## config.mk

```make
export PLATFORM = sky130hd
export DESIGN_NAME = fbp_top
export DESIGN_NICKNAME = d
export VERILOG_FILES = /design/src/hdl/fbp_range.v /design/src/hdl/fbp_top.v
export VERILOG_INCLUDE_DIRS = /design/src /design/src/hdl
export SDC_FILE = /design/constraint.sdc
export NUM_CORES = 1
export LEC_CHECK = 0
export BUFFER_PORTS_ARGS = -buffer_cell sky130_fd_sc_hd__buf_2
export CORE_UTILIZATION = 28
export CTS_BUF_LIST = sky130_fd_sc_hd__clkbuf_16
export DETAILED_ROUTE_END_ITERATION = 8
export PLACE_DENSITY = 0.47
export SETUP_SLACK_MARGIN = 0.1
export SYNTH_ARGS = -nofsm -noshare
export SYNTH_HDL_FRONTEND = slang
export SYNTH_SLANG_ARGS = --single-unit
```

## constraint.sdc

```tcl
create_clock -name hclk -period 4 [get_ports hclk]
set_clock_uncertainty 0.05 [all_clocks]
set_input_delay 1 -clock hclk [delete_from_list [all_inputs] [get_ports hclk]]
set_output_delay 1 -clock hclk [all_outputs]
set_load 0.02 [all_outputs]
```

## src/hdl/fbp_defines.vh

```
// fbp_defines.vh: constants for the flash block protection logic
// assumes inclusion by bare name from the design files
`ifndef FBP_DEFINES_VH
`define FBP_DEFINES_VH
// ***************************************************************
// register byte addresses
// ***************************************************************
`define FBP_CTRL_OFS      12'h000
`define FBP_PROT_OFS      12'h004
`define FBP_STAT_OFS      12'h008
`define FBP_ADDR_OFS      12'h00c
`define FBP_WDATA_OFS     12'h010
// ***************************************************************
// control register fields
// ***************************************************************
`define FBP_CTRL_PGM      0
`define FBP_CTRL_ERASE    1
`define FBP_CTRL_MASS     2
`define FBP_CTRL_HIGH_VOLTAGE_ENABLE     3
// ***************************************************************
// status register fields
// ***************************************************************
`define FBP_ST_PROT       0
`define FBP_ST_ANY        1
`define FBP_ST_VTST       2
`define FBP_ST_SEQ        3
`define FBP_ST_STBY       4
`define FBP_ST_HVREF      5
// ***************************************************************
// addresses and values
// ***************************************************************
`define FBP_TOP_ADDR      16'hffff
`define FBP_PROT_ADDR     16'hffbe
`define FBP_ERASED        8'hff
`define FBP_FACTORY       8'hff
`define FBP_FLASH_LO      16'hee00
`endif

```

## src/hdl/fbp_range.v

```verilog
// fbp_range.v: derives the protect start address and checks a target
// assumes a stable protect byte and target address from the caller
`timescale 1ns/10ps
`include "fbp_defines.vh"
module fbp_range
(
  prot_byte,
  target,
  start_addr,
  is_prot,
  any_prot
);
  input  wire [7:0]  prot_byte;
  input  wire [15:0] target;
  output wire [15:0] start_addr;
  output wire        is_prot;
  output wire        any_prot;

  // start address: byte at [13:6], top bits ones, low bits zeros
  // address formation
  assign start_addr = {2'b11, prot_byte, 6'h00};
  // compare ge start; erased byte opens all
  assign any_prot   = (prot_byte != `FBP_ERASED);
  // low values give a start below flash, so all is covered
  assign is_prot    = any_prot && (target >= start_addr);
endmodule // fbp_range

```

## src/hdl/fbp_top.v

```verilog
// fbp_top.v: flash block protection with its control register
// assumes one AHB-Lite master, hclk at 50 MHz, flash array outside
//
// Design decisions made here: the address map and the AHB-Lite slave port.
`timescale 1ns/10ps
`include "fbp_defines.vh"
// Summary of operation
// - protection runs from start up to top
// - no high voltage on protected target
// - values up to b8 protect everything
// - erased value ff leaves flash open
// - non-ff value locks block and protect byte
// - mass erase off while anything protected
// - protect byte changes only with test voltage
// - protect byte held in flash, programmed or erased only
// - start address from byte at bits 13:6
// - value fe protects top region and vectors
// - protect byte survives reset, factory all ones
// - wait or stop aborts program or erase
// - standby holds select, mass and high voltage controls inactive
// - wait or stop in read mode harmless
// - high voltage only after select and sequence
// - program and erase selects are interlocked
module fbp_top
(
  hclk,
  hresetn,
  clk_en,
  hsel,
  haddr,
  htrans,
  hwrite,
  hsize,
  hwdata,
  hready,
  hreadyout,
  hresp,
  hrdata,
  test_high_voltage,
  halt_mode,
  arr_pgm,
  arr_erase,
  arr_mass,
  arr_high_voltage_enable,
  arr_addr,
  arr_wdata,
  arr_wr
);
  input  wire        hclk;
  input  wire        hresetn;
  input  wire        clk_en;
  input  wire        hsel;
  input  wire [31:0] haddr;
  input  wire [1:0]  htrans;
  input  wire        hwrite;
  input  wire [2:0]  hsize;
  input  wire [31:0] hwdata;
  input  wire        hready;
  output wire        hreadyout;
  output wire        hresp;
  output reg  [31:0] hrdata;
  input  wire        test_high_voltage;
  input  wire        halt_mode;
  output wire        arr_pgm;
  output wire        arr_erase;
  output wire        arr_mass;
  output wire        arr_high_voltage_enable;
  output reg  [15:0] arr_addr;
  output reg  [7:0]  arr_wdata;
  output reg         arr_wr;

  // ***************************************************************
  // state
  // ***************************************************************
  reg        pgm_ff;
  reg        erase_ff;
  reg        mass_ff;
  reg        high_voltage_enable_ff;
  reg        prot_read_ff;      // protect register read since select
  reg        latched_ff;        // target address latched
  reg        standby_ff;
  reg  [7:0] prot_byte_ff;      // models the flash-resident byte
  reg  [15:0] tgt_ff;
  reg        ph_wr_ff;
  reg        ph_rd_ff;
  reg  [11:0] ph_addr_ff;
  reg        prot_hit_ff;       // last control write asked for high voltage, refused
  reg        nxt_pgm;
  reg        nxt_erase;
  reg        nxt_mass;
  reg        nxt_high_voltage_enable;

  wire [15:0] start_addr;
  wire        tgt_prot;
  wire        any_prot;
  wire        tgt_is_byte;
  wire        addr_phase;
  wire        ctrl_wr;
  wire        seq_ok;
  wire        hv_allowed;

  fbp_range u_range
  (
    .prot_byte  (prot_byte_ff),
    .target     (tgt_ff),
    .start_addr (start_addr),
    .is_prot    (tgt_prot),
    .any_prot   (any_prot)
  );

  // decoding used for both reads and writes
  function is_reg;
    input [11:0] a;
    input [11:0] ofs;
    begin
      is_reg = (a == ofs);
    end
  endfunction

  assign hreadyout   = 1'b1;    // zero wait states
  assign hresp       = 1'b0;
  assign addr_phase  = hsel && hready && htrans[1];
  assign ctrl_wr     = ph_wr_ff && is_reg(ph_addr_ff, `FBP_CTRL_OFS);
  assign tgt_is_byte = (tgt_ff == `FBP_PROT_ADDR);

  // sequence: select set, protect reg read, target latched
  // the read is tracked because the device depends on it
  assign seq_ok = (pgm_ff || erase_ff) && prot_read_ff && latched_ff;

  // protected block and protect byte locked once non-ff
  // mass erase off while anything is protected
  // protect byte needs test voltage, which also lifts its lock
  assign hv_allowed = seq_ok &&
                      !(tgt_is_byte && !test_high_voltage) &&
                      (mass_ff ? !any_prot : (tgt_is_byte || !tgt_prot));

  // ***************************************************************
  // bus address phase capture
  // ***************************************************************
  always @(posedge hclk or negedge hresetn)
  begin
    if (!hresetn)
    begin
      ph_wr_ff   <= 1'b0;
      ph_rd_ff   <= 1'b0;
      ph_addr_ff <= 12'h000;
    end
    else if (clk_en)
    begin
      ph_wr_ff   <= addr_phase && hwrite;
      ph_rd_ff   <= addr_phase && !hwrite;
      ph_addr_ff <= haddr[11:0];
    end
  end

  // ***************************************************************
  // control register next value
  // ***************************************************************
  always @*
  begin
    nxt_pgm   = pgm_ff;
    nxt_erase = erase_ff;
    nxt_mass  = mass_ff;
    nxt_high_voltage_enable  = high_voltage_enable_ff;
    if (ctrl_wr)
    begin
      // a write asking for both keeps neither new
      if (!(hwdata[`FBP_CTRL_PGM] && hwdata[`FBP_CTRL_ERASE]))
      begin
        nxt_pgm   = hwdata[`FBP_CTRL_PGM] && !erase_ff;
        nxt_erase = hwdata[`FBP_CTRL_ERASE] && !pgm_ff;
      end
      nxt_mass = hwdata[`FBP_CTRL_MASS];
      // high voltage set only when allowed; clear always
      if (!hwdata[`FBP_CTRL_HIGH_VOLTAGE_ENABLE])
        nxt_high_voltage_enable = 1'b0;
      else if (hv_allowed)
        nxt_high_voltage_enable = 1'b1;
    end
    // halt during an operation aborts it
    if (halt_mode && (pgm_ff || erase_ff || high_voltage_enable_ff))
    begin
      nxt_pgm   = 1'b0;
      nxt_erase = 1'b0;
      nxt_mass  = 1'b0;
      nxt_high_voltage_enable  = 1'b0;
    end
  end

  // ***************************************************************
  // control, sequence and array write logic
  // ***************************************************************
  always @(posedge hclk or negedge hresetn)
  begin
    if (!hresetn)
    begin
      pgm_ff       <= 1'b0;
      erase_ff     <= 1'b0;
      mass_ff      <= 1'b0;
      high_voltage_enable_ff      <= 1'b0;
      prot_read_ff <= 1'b0;
      latched_ff   <= 1'b0;
      standby_ff   <= 1'b0;
      tgt_ff       <= 16'h0000;
      prot_hit_ff  <= 1'b0;
      arr_addr     <= 16'h0000;
      arr_wdata    <= 8'h00;
      arr_wr       <= 1'b0;
    end
    else if (clk_en)
    begin
      pgm_ff   <= nxt_pgm;
      erase_ff <= nxt_erase;
      mass_ff  <= nxt_mass;
      high_voltage_enable_ff  <= nxt_high_voltage_enable;
      arr_wr   <= 1'b0;
      // standby after abort; left on the next new select
      if (halt_mode && (pgm_ff || erase_ff || high_voltage_enable_ff))
        standby_ff <= 1'b1;
      else if (nxt_pgm || nxt_erase)
        standby_ff <= 1'b0;
      if (ctrl_wr)
        prot_hit_ff <= hwdata[`FBP_CTRL_HIGH_VOLTAGE_ENABLE] && !hv_allowed;
      // sequence tracking restarts whenever the selects drop
      if (!nxt_pgm && !nxt_erase)
      begin
        prot_read_ff <= 1'b0;
        latched_ff   <= 1'b0;
      end
      else
      begin
        if (ph_rd_ff && is_reg(ph_addr_ff, `FBP_PROT_OFS))
          prot_read_ff <= 1'b1;
        // target address write latches the array address
        if (ph_wr_ff && is_reg(ph_addr_ff, `FBP_ADDR_OFS) && !high_voltage_enable_ff)
        begin
          tgt_ff     <= hwdata[15:0];
          latched_ff <= prot_read_ff;
        end
      end
      // data reach the array only under program plus voltage
      if (ph_wr_ff && is_reg(ph_addr_ff, `FBP_WDATA_OFS) &&
          pgm_ff && high_voltage_enable_ff)
      begin
        arr_addr  <= tgt_ff;
        arr_wdata <= hwdata[7:0];
        arr_wr    <= 1'b1;
      end
    end
  end

  // ***************************************************************
  // protect byte image, not reset
  // ***************************************************************
  // no reset term: value survives reset, factory all ones
  initial prot_byte_ff = `FBP_FACTORY;
  always @(posedge hclk)
  begin
    if (clk_en)
    begin
      // changed only by a programmed flash write to its slot or by the erase below
      if (arr_wr && arr_addr == `FBP_PROT_ADDR)
        prot_byte_ff <= prot_byte_ff & arr_wdata;
      // erase aimed at the protect byte address restores erased value
      else if (erase_ff && high_voltage_enable_ff && !pgm_ff && ctrl_wr &&
               !hwdata[`FBP_CTRL_ERASE] && tgt_is_byte)
        prot_byte_ff <= `FBP_ERASED;
    end
  end

  // ***************************************************************
  // array control outputs
  // ***************************************************************
  // standby forces the select, mass and high voltage controls inactive; arr_wr is not gated
  // halt in read mode touches nothing
  assign arr_pgm   = pgm_ff && !standby_ff;
  assign arr_erase = erase_ff && !standby_ff;
  assign arr_mass  = mass_ff && erase_ff && !standby_ff;
  assign arr_high_voltage_enable  = high_voltage_enable_ff && !standby_ff;

  // ***************************************************************
  // read data
  // ***************************************************************
  always @(posedge hclk or negedge hresetn)
  begin
    if (!hresetn)
      hrdata <= 32'h00000000;
    else if (clk_en && addr_phase && !hwrite)
    begin
      hrdata <= 32'h00000000;   // unmapped reads as zero
      if (is_reg(haddr[11:0], `FBP_CTRL_OFS))
        hrdata[3:0] <= {high_voltage_enable_ff, mass_ff, erase_ff, pgm_ff};
      if (is_reg(haddr[11:0], `FBP_PROT_OFS))
        hrdata[7:0] <= prot_byte_ff;
      if (is_reg(haddr[11:0], `FBP_STAT_OFS))
        hrdata[5:0] <= {prot_hit_ff, standby_ff, seq_ok,
                        test_high_voltage, any_prot, tgt_prot};
      if (is_reg(haddr[11:0], `FBP_ADDR_OFS))
        hrdata[31:0] <= {start_addr, tgt_ff};
    end
  end
endmodule // fbp_top

```

---- After elaboration in Yosys (flattened, before gate mapping) ----
Cells that the tools add are included.
Widths: inputs -> output; s select.
cells by class
  $add $sub $neg .......................... 0
  multiply operators ...................... 0
  div/mod/pow operators ................... 0
  magnitude comparators ................... 1
  equal/unequal tests ..................... 10
  shifts and indexed selects .............. 0
  multiplexer cells ....................... 26
  bitwise logic cells ..................... 2
  reduce and logical (&&, ||, !) cells .... 69
operators by type and width
  cell                  number
  $eq 12x4->1 const B   3
  $logic_and 1x1->1     36
  $eq 16x16->1 const B  2
  $mux 32               1
  $eq 12x3->1 const B   2
  $logic_not 12->1      2
  $mux 8                3
  $mux 1                20
  $ge 16x16->1          1
  $reduce_and 2->1      7
  $logic_not 1->1       13
  $eq 12x5->1 const B   1
  $reduce_bool 2->1     5
  $and 8x8->8           1
  $ne 8x8->1 const B    1
  $mux 6                1
  $reduce_and 3->1      2
  $logic_or 1x1->1      4
  $mux 4                1
  $ne 3x1->1 const B    1
  $not 1->1             1
storage, ports and cells
  register bits ........................... 103
  bits in latches ......................... 0
  bits in writable memories ............... 0
  memory bits (read-only) ................. 0
  bits of input ports ..................... 77
  output and inout bits ................... 63
  word-level logic and storage cells ...... 125
  memories kept ........................... 0

---- Depth between registers and ports, before layout ----
Gate-level depths: netlist of the first run.
  depth in word-level cells ............... 10
  mapped depth ............................ 8
  mapped depth without buffers ............ 7

---- Modules after synthesis ----
From an unflattened synthesis of the first run, not the netlist that was laid out.
second synthesis, totals
  cell total of the unflattened synthesis .. 380
  area, all modules ....................... 4,822.1 um^2
modules (own cells, without submodules)
  module     times used  cells each  area an instance (um^2)  sequential area each (um^2)
  fbp_top    1           328         4,433.0                  2,617.5
  fbp_range  1           52          389.1                    0.0

---- Least setup slack after synthesis of the first run ----
OpenSTA, ideal clock, no wires.
  path kind ............................... input port to flip-flop
  start ................................... input clk_en
  end ..................................... register arr_wdata[5]
  setup time .............................. 0.125 ns
  arrival ................................. 2.399 ns
  required time ........................... 3.825 ns
  setup slack ............................. 1.426 ns
  stages .................................. 7
  buffers on the path ..................... 2
  cells stage by stage .................... buf_2 inv_2 nor4_1 nand3_1 nor3_2 buf_4 mux2_2
between the ends
  longest elaborated chain between the ends .. 1
RTL lines
  item                               RTL line       source
  start, declared                    fbp_top.v:51   input wire clk_en;
  $reduce_and 2->1 (no source line)  -
  end signal, assigned               fbp_top.v:246  arr_wdata <= hwdata[7:0];
  end, declared                      fbp_top.v:69   output reg [7:0] arr_wdata;
Every way passes these cells.
A chain may end at the register's enable or synchronous reset.

---- Final worst setup path of the first run ----
  start ................................... input haddr[5]
  end ..................................... register hrdata[11]
between the ends
  longest elaborated chain between the ends .. 2
RTL lines
  item                  RTL line       source
  start, declared       fbp_top.v:53   input wire [31:0] haddr;
  $eq 12x4->1           fbp_top.v:116  is_reg = (a == ofs);
  $mux 32               fbp_top.v:298  if (is_reg(haddr[11:0], `FBP_ADDR_OFS))
  end signal, assigned  fbp_top.v:299  hrdata[31:0] <= {start_addr, tgt_ff};
  end, declared         fbp_top.v:61   output reg [31:0] hrdata;
Every way passes these cells.

==> flow_summary_export.csv, run 1 <==
group,metric,value,unit
worst_setup_path,cp_slowest_stage_delay,610,ps
clock_network,cts.sinks,96,
final_layout,fillerInstances,1620,
die,dieWidth,128.9,um
clock_network,clkSlewWorstSetupHoldPaths,70,ps
timing,fin_tns_setup,0,ps
place,dp_hpwl,8715,um
die,core,15830,um^2
final_layout,antenna_cells,0,
yosys,syn_inst,361,
clock_network,cts-buffers-inserted,9,
die,start_util,28.49,%
routing,viasPerCell,4.748,
final_layout,stdcell_area,5444,um^2
yosys,ys_seq_area_share,54.16,%
timing,hold_viol,0,
yosys,synth-main-ff-cell,"dfrtp_1",
place,port_buffers,91,
routing,num_vias,3186,
clock_network,h-tree-depth,3,
global_route,grt_pass1_wl,18510,um
final_layout,areaGrowthSynthToFinish,20.73,%
run_status,outcome,"finished clean",
yosys,ys_warn_count,0,
clock_network,root_buffer,"clkbuf_16",
global_route,grt.total_usage,15.08,%
worst_setup_path,path_max_fanout,17,
clock_network,cts.hold.buffers_added,0,
power_and_ir_drop,ir_drop,0.1872,mV
final_layout,drive_above_1_share,38.90,%
power_and_ir_drop,finalPower,1.975,mW
timing,max_freq,369.4,MHz
power_and_ir_drop,cellPowerDensity,362.7,nW/um^2
worst_setup_path,critical-path-top-delay-family,"simple AND/OR/NAND/NOR gates",
clock_network,cts-resized-gates,0,
global_route,grt_pass1_vias,3189,
routing,drc_errors,0,
global_route,antenna_found_initial,0,
worst_hold_path,hold_class,"reg -> reg",
die,io-pin-count,140,
routing,first_iter_violations,160,
final_layout,layout_commonest_cell,"buf_2",
clock_network,cts_tree,"built",
die,dieArea,16620,um^2
final_layout,multi_input_area,1876,um^2
worst_setup_path,crit_buf_inv,1,
die,rows,46,
yosys,synth_edf_count,8,
global_route,grt_max_degree,43,
yosys,yosysUniqueCellTypes,55,
clock_network,clk_latency,350,ps
place,placed_area,5147,um^2
worst_setup_path,worst_ep_arrival_time,2940,ps
timing,maxSlewViolCount,0,
flow_run,cap_violations,0,
yosys,syn_area,4509,um^2
final_layout,nNetsFinal,535,
worst_setup_path,critPathSlowestCell,"and3_1",
routing,routed_wl,11760,um
routing,dr.pass1.iters,4,
yosys,synthArstFlopShare,91.67,%
worst_setup_path,critPathLaunchType,"input pin",
worst_setup_path,crit_type,"in -> reg",
final_layout,seq_area,2442,um^2
worst_setup_path,crit_required,4240,ps
yosys,syn_area_per_cell,12.49,um^2
worst_setup_path,critPathCaptureType,"flop",
timing,layout_worst_path_cycle_share,67.67,%
global_route,grt.overflow.total,0,
yosys,ys_ff_latch,96,
place,place_congestion,0.8102,
timing,setup_viol,0,
clock_network,clk_path_buf_depth,2,
die,dieHeight,128.9,um
worst_setup_path,cp_cell_sequence,"buf_2, nor4_1, nand3_1, nor2_2, and3_1, a22o_1",
final_layout,final_cell_mix,"buf_2, dfrtp_1, mux2_2, a22o_1, nand2_1",
timing,rsz0062_at_grt,"false",
timing,tightest_slew,776.7,ps
routing,routedWlPerCell,17.53,um
timing,finalCriticalPeriod,2707,ps
clock_network,cts_setup_buffers,0,
timing,relSlewSlack,47.75,%
power_and_ir_drop,p_leak,2.695,nW
routing,ant_nets,0,
-- layer usage --
layer  track usage, %  vias to the layer above  routed length, um
met5                0                        -                  0
met4            6.367                        0                214
met3            2.703                       17                509
met2            22.83                       75               5363
met1            21.17                     1589               5675
li1                 -                     1505                  -
-- worst reg2reg max path, stage by stage, from the launching register on --
cell and delay [ps]:
dfrtp_1 410, nor4_4 370, and4_1 490, mux2i_4 370, nand4_4 400, mux2_4 450
-- final cells by class --
| cell class | instances | area share, % |
|---|---|---|
| Clock buffer | 9 | 4.137 |
| Inverter | 17 | 1.172 |
| Tap cell | 216 | 4.964 |
| Sequential cell | 96 | 44.86 |
| Clock inverter | 7 | 1.310 |
| Multi-Input combinational cell | 230 | 34.45 |
| Timing Repair Buffer | 96 | 9.101 |
-- cell usage after synthesis, types with 2 or more instances --
library cell | number | share of area (%)
o31ai_1 | 3 | 0.50
nand4b_1 | 4 | 0.78
mux2i_1 | 2 | 0.44
ha_1 | 8 | 2.2
clkbuf_1 | 8 | 0.67
and3_1 | 2 | 0.28
nand3_1 | 10 | 1.1
a22o_1 | 21 | 4.1
a21o_1 | 12 | 2.0
mux4_2 | 3 | 1.5
buf_4 | 12 | 2.0
buf_2 | 2 | 0.22
a21oi_1 | 6 | 0.67
nor2b_1 | 3 | 0.42
o21ai_0 | 15 | 1.7
or2_2 | 3 | 0.42
inv_1 | 16 | 1.3
nor4b_1 | 2 | 0.39
dfrtp_1 | 88 | 49
mux2_4 | 9 | 3.0
nor4_1 | 6 | 0.83
nand4_1 | 9 | 1.2
nor3_1 | 3 | 0.33
nand2_1 | 19 | 1.6
mux2_2 | 43 | 11
o22ai_1 | 2 | 0.28
conb_1 | 2 | 0.17
edfxtp_1 | 8 | 5.3
nor2_1 | 13 | 1.1
a22oi_1 | 2 | 0.33
-- registers in the layout (all words and copies together), names as in the netlist --
signal / count
erase_ff: 1
pgm_ff: 1
arr_wdata: 8
prot_hit_ff: 1
prot_byte_ff: 8
standby_ff: 1
tgt_ff: 16
mass_ff: 1
arr_addr: 16
ph_wr_ff: 1
latched_ff: 1
arr_wr: 1
ph_addr_ff: 12
ph_rd_ff: 1
hrdata: 25
high_voltage_enable_ff: 1
prot_read_ff: 1
-- metrics by stage --
stage	util [%]	instances	setup WS, ps	hold slack [ps]
2_1_floorplan	-	367	1426	399.9
3_3_place_gp	32.52	655	957.4	416.4
3_5_place_dp	32.52	655	944.8	417.6
4_1_cts	34.40	671	1290	433.0
5_1_grt	34.40	671	1170	455.1
6_report	34.40	671	1293	426.2
-- logic make-up (layout without fill, tap and decap cells) --
kind of cell    count (synthesis)  count (layout)  share of synthesized area [%]
flops                          96              96                          54.16
other cells                     2               8                         0.1665
fa+ha+maj                       8               8                          2.220
compound gates                 71              71                          11.46
buf+inv                        41             129                          4.883
simple gates                   84              84                          10.74
mux                            58              58                          16.18
xor+xnor                        1               1                         0.1943
-- final timing paths --
| kind | startpoint | endpoint | slack, ps | depth (start not counted) |
|---|---|---|---|---|
| setup / recovery | haddr[5] | hrdata[11] | 1290 | 6 |
| min in group asynchronous | hresetn | tgt_ff[2] | 590 | 1 |
| setup reg to reg | ph_addr_ff[9] | tgt_ff[14] | 1350 | 5 |
| hold reg to reg | hrdata[4] | hrdata[4] | 430 | 2 |
| max in group asynchronous | hresetn | arr_addr[8] | 2570 | 2 |
| hold / removal | hrdata[4] | hrdata[4] | 430 | 2 |
-- power breakdown --
part	internal [mW]	total, mW	switching, mW
combinational	0.0367	0.0970	0.0603
sequential	0.994	1.01	0.0128
clock	0.486	0.871	0.385
Power figures use the tool's default switching activity.
==> run 2, diff against run 1 <==
- ABC_AREA: default -> 1
- PLACE_DENSITY: 0.47 -> 0.48
- clock period: 4 -> 2.4 ns (I/O delays scaled with it)
==> run 2 against run 1 <==
Register-to-register slack got worse by 980 ps. Combinational power rose to 2.6 times the previous value. Synthesized cell count rose by 51%. Sequential power rose by 67%. Cell count rose by 29%. Largest cell class unchanged.
==> flow_summary_export.csv, run 2 <==
group,metric,value,unit
run_status,outcome,"finished clean",
power_and_ir_drop,p_leak,2.934,nW
worst_setup_path,critical-path-top-delay-family,"flip-flops",
worst_setup_path,critPathSlowestCell,"dfrtp_1",
yosys,yosysUniqueCellTypes,40,
global_route,grt_pass1_vias,3785,
worst_setup_path,crit_type,"reg -> out",
worst_setup_path,path_max_fanout,5,
global_route,grt.overflow.total,0,
global_route,antenna_found_initial,0,
clock_network,clk_path_buf_depth,2,
routing,routedWlPerCell,15.23,um
power_and_ir_drop,ir_drop,0.3535,mV
yosys,synth_top_area_share,46.73,%
die,start_util,28.52,%
final_layout,areaGrowthSynthToFinish,21.24,%
clock_network,h-tree-depth,3,
routing,viasPerCell,4.443,
die,io-pin-count,140,
yosys,synth-main-ff-cell,"dfrtp_1",
yosys,synthArstFlopShare,91.67,%
clock_network,cts_setup_buffers,0,
final_layout,antenna_cells,0,
yosys,ys_ff_latch,96,
clock_network,root_buffer,"clkbuf_16",
worst_hold_path,hold_class,"in -> async",
worst_setup_path,critPathLaunchType,"flop",
global_route,grt.total_usage,15.69,%
timing,maxSlewViolCount,0,
yosys,syn_area_per_cell,8.662,um^2
yosys,syn_area,4712,um^2
final_layout,layout_commonest_cell,"nand2_1",
clock_network,cts-buffers-inserted,9,
timing,relSlewSlack,65.05,%
yosys,synth_most_common_cell,"nand2_1",
clock_network,clk_latency,350,ps
die,dieHeight,131.7,um
yosys,synth_commonest_cells,"nand2_1, dfrtp_1, inv_1",
global_route,grt_pass1_wl,20850,um
routing,routed_wl,13190,um
final_layout,drive_above_1_share,26.32,%
yosys,synth_edf_count,8,
routing,num_vias,3848,
timing,finalCriticalPeriod,2067,ps
final_layout,nNetsFinal,726,
die,dieWidth,131.7,um
timing,fin_tns_setup,0,ps
clock_network,cts.hold.buffers_added,0,
clock_network,cts.sinks,96,
global_route,grt_max_degree,54,
worst_setup_path,cp_slowest_stage_delay,410,ps
yosys,ys_warn_count,0,
worst_setup_path,crit_buf_inv,2,
worst_setup_path,critPathCaptureType,"primary output",
yosys,syn_inst,544,
timing,setup_viol,0,
yosys,synth_area_leaders,"dfrtp_1, nand2_1, edfxtp_1, inv_1, o21ai_2",
clock_network,cts-resized-gates,0,
power_and_ir_drop,cellPowerDensity,590.1,nW/um^2
routing,drc_errors,0,
clock_network,cts_tree,"built",
yosys,ys_seq_area_share,51.83,%
place,dp_hpwl,10250,um
routing,dr.pass1.iters,5,
die,rows,47,
place,place_congestion,0.8172,
timing,layout_worst_path_cycle_share,86.14,%
worst_setup_path,crit_required,1750,ps
final_layout,fillerInstances,1756,
yosys,synth_top_cell_by_area,"dfrtp_1",
final_layout,largest_reg_flops,25,
clock_network,clkSlewWorstSetupHoldPaths,70,ps
final_layout,final_util,34.57,%
flow_run,cap_violations,0,
die,dieArea,17350,um^2
timing,max_freq,483.7,MHz
timing,tightest_slew,520.2,ps
routing,first_iter_violations,289,
worst_setup_path,cp_cell_sequence,"inv_1, nor3_1, buf_2",
place,port_buffers,91,
timing,rsz0062_at_grt,"false",
routing,ant_nets,0,
timing,hold_viol,0,
final_layout,top_regs,"hrdata: 25 flops, arr_addr: 16 flops, tgt_ff: 16 flops",
timing,finalHoldWorstSlack,163.5,ps
final_layout,final_cell_mix,"nand2_1, buf_2, dfrtp_1, inv_1, o21ai_0",
final_layout,top_register,"hrdata",
die,core,16520,um^2
worst_setup_path,worst_ep_arrival_time,1420,ps
-- run 2: cell types whose count changed after synthesis, moves of 5 or more --
cell / change
nand2_1: +139
inv_1: +47
mux2_2: -43
a22o_1: -21
o21ai_1: +21
o21ai_2: +19
o21ai_0: +13
a21o_1: -12
nor2_1: +11
nand3_1: +10
inv_2: +8
mux2_4: -8
nand2_2: +5
-- run 2: metrics by stage --
stage	power [mW]	instance area, um^2	instances	worst slack (ps)
floorplan	1.873	4735	550	338.5
global placement	1.978	5424	850	259.2
detailed placement	1.981	5424	850	158.0
finish	3.371	5713	866	332.7
global route	3.499	5713	866	213.8
CTS	3.406	5713	866	350.7
-- run 2: metal layers --
| metal | GRT usage (%) | up-vias | wire (um) |
|---|---|---|---|
| li1 | - | 1933 | - |
| met1 | 21.06 | 1812 | 6244 |
| met2 | 25.13 | 90 | 6174 |
| met3 | 3.164 | 13 | 586 |
| met4 | 5.426 | 0 | 184 |
| met5 | 0 | - | 0 |
-- run 2: cell type report --
cell class,instances,area [um^2],share of cell area [%]
clock buffer,9,225.2,3.942
clock inverter,7,63.81,1.117
inverter,72,270.3,4.731
multi-input combinational,357,1848,32.35
sequential,96,2442,42.75
tap,220,275.3,4.818
timing repair buffer,105,588.1,10.29
-- run 2: power breakdown --
part / internal (mW) / switching, mW
sequential: 1.67 / 0.0281
clock: 0.801 / 0.624
combinational: 0.0762 / 0.176
total: 2.54 / 0.828
-- run 2: cells by family (layout without fill, tap and decap cells) --
group,Yosys count,in the layout,share of synthesized area [%]
buf+inv,97,193,9.426
compound gates,94,94,12.53
simple gates,245,245,23.39
fa+ha+maj,8,8,2.124
mux,2,2,0.5310
flops,96,96,51.83
other cells,2,8,0.1594
-- run 2: path summary, 6_finish.rpt --
check,start,end,slack (ps),depth (start not counted)
setup / recovery,erase_ff,arr_mass,330,3
hold / removal,hresetn,ph_addr_ff[10],160,1
setup reg to reg,ph_addr_ff[1],prot_byte_ff[2],370,8
hold reg to reg,hrdata[3],hrdata[3],430,2
max in group asynchronous,hresetn,arr_wdata[2],1470,2
min in group hclk,haddr[4],ph_addr_ff[4],420,3
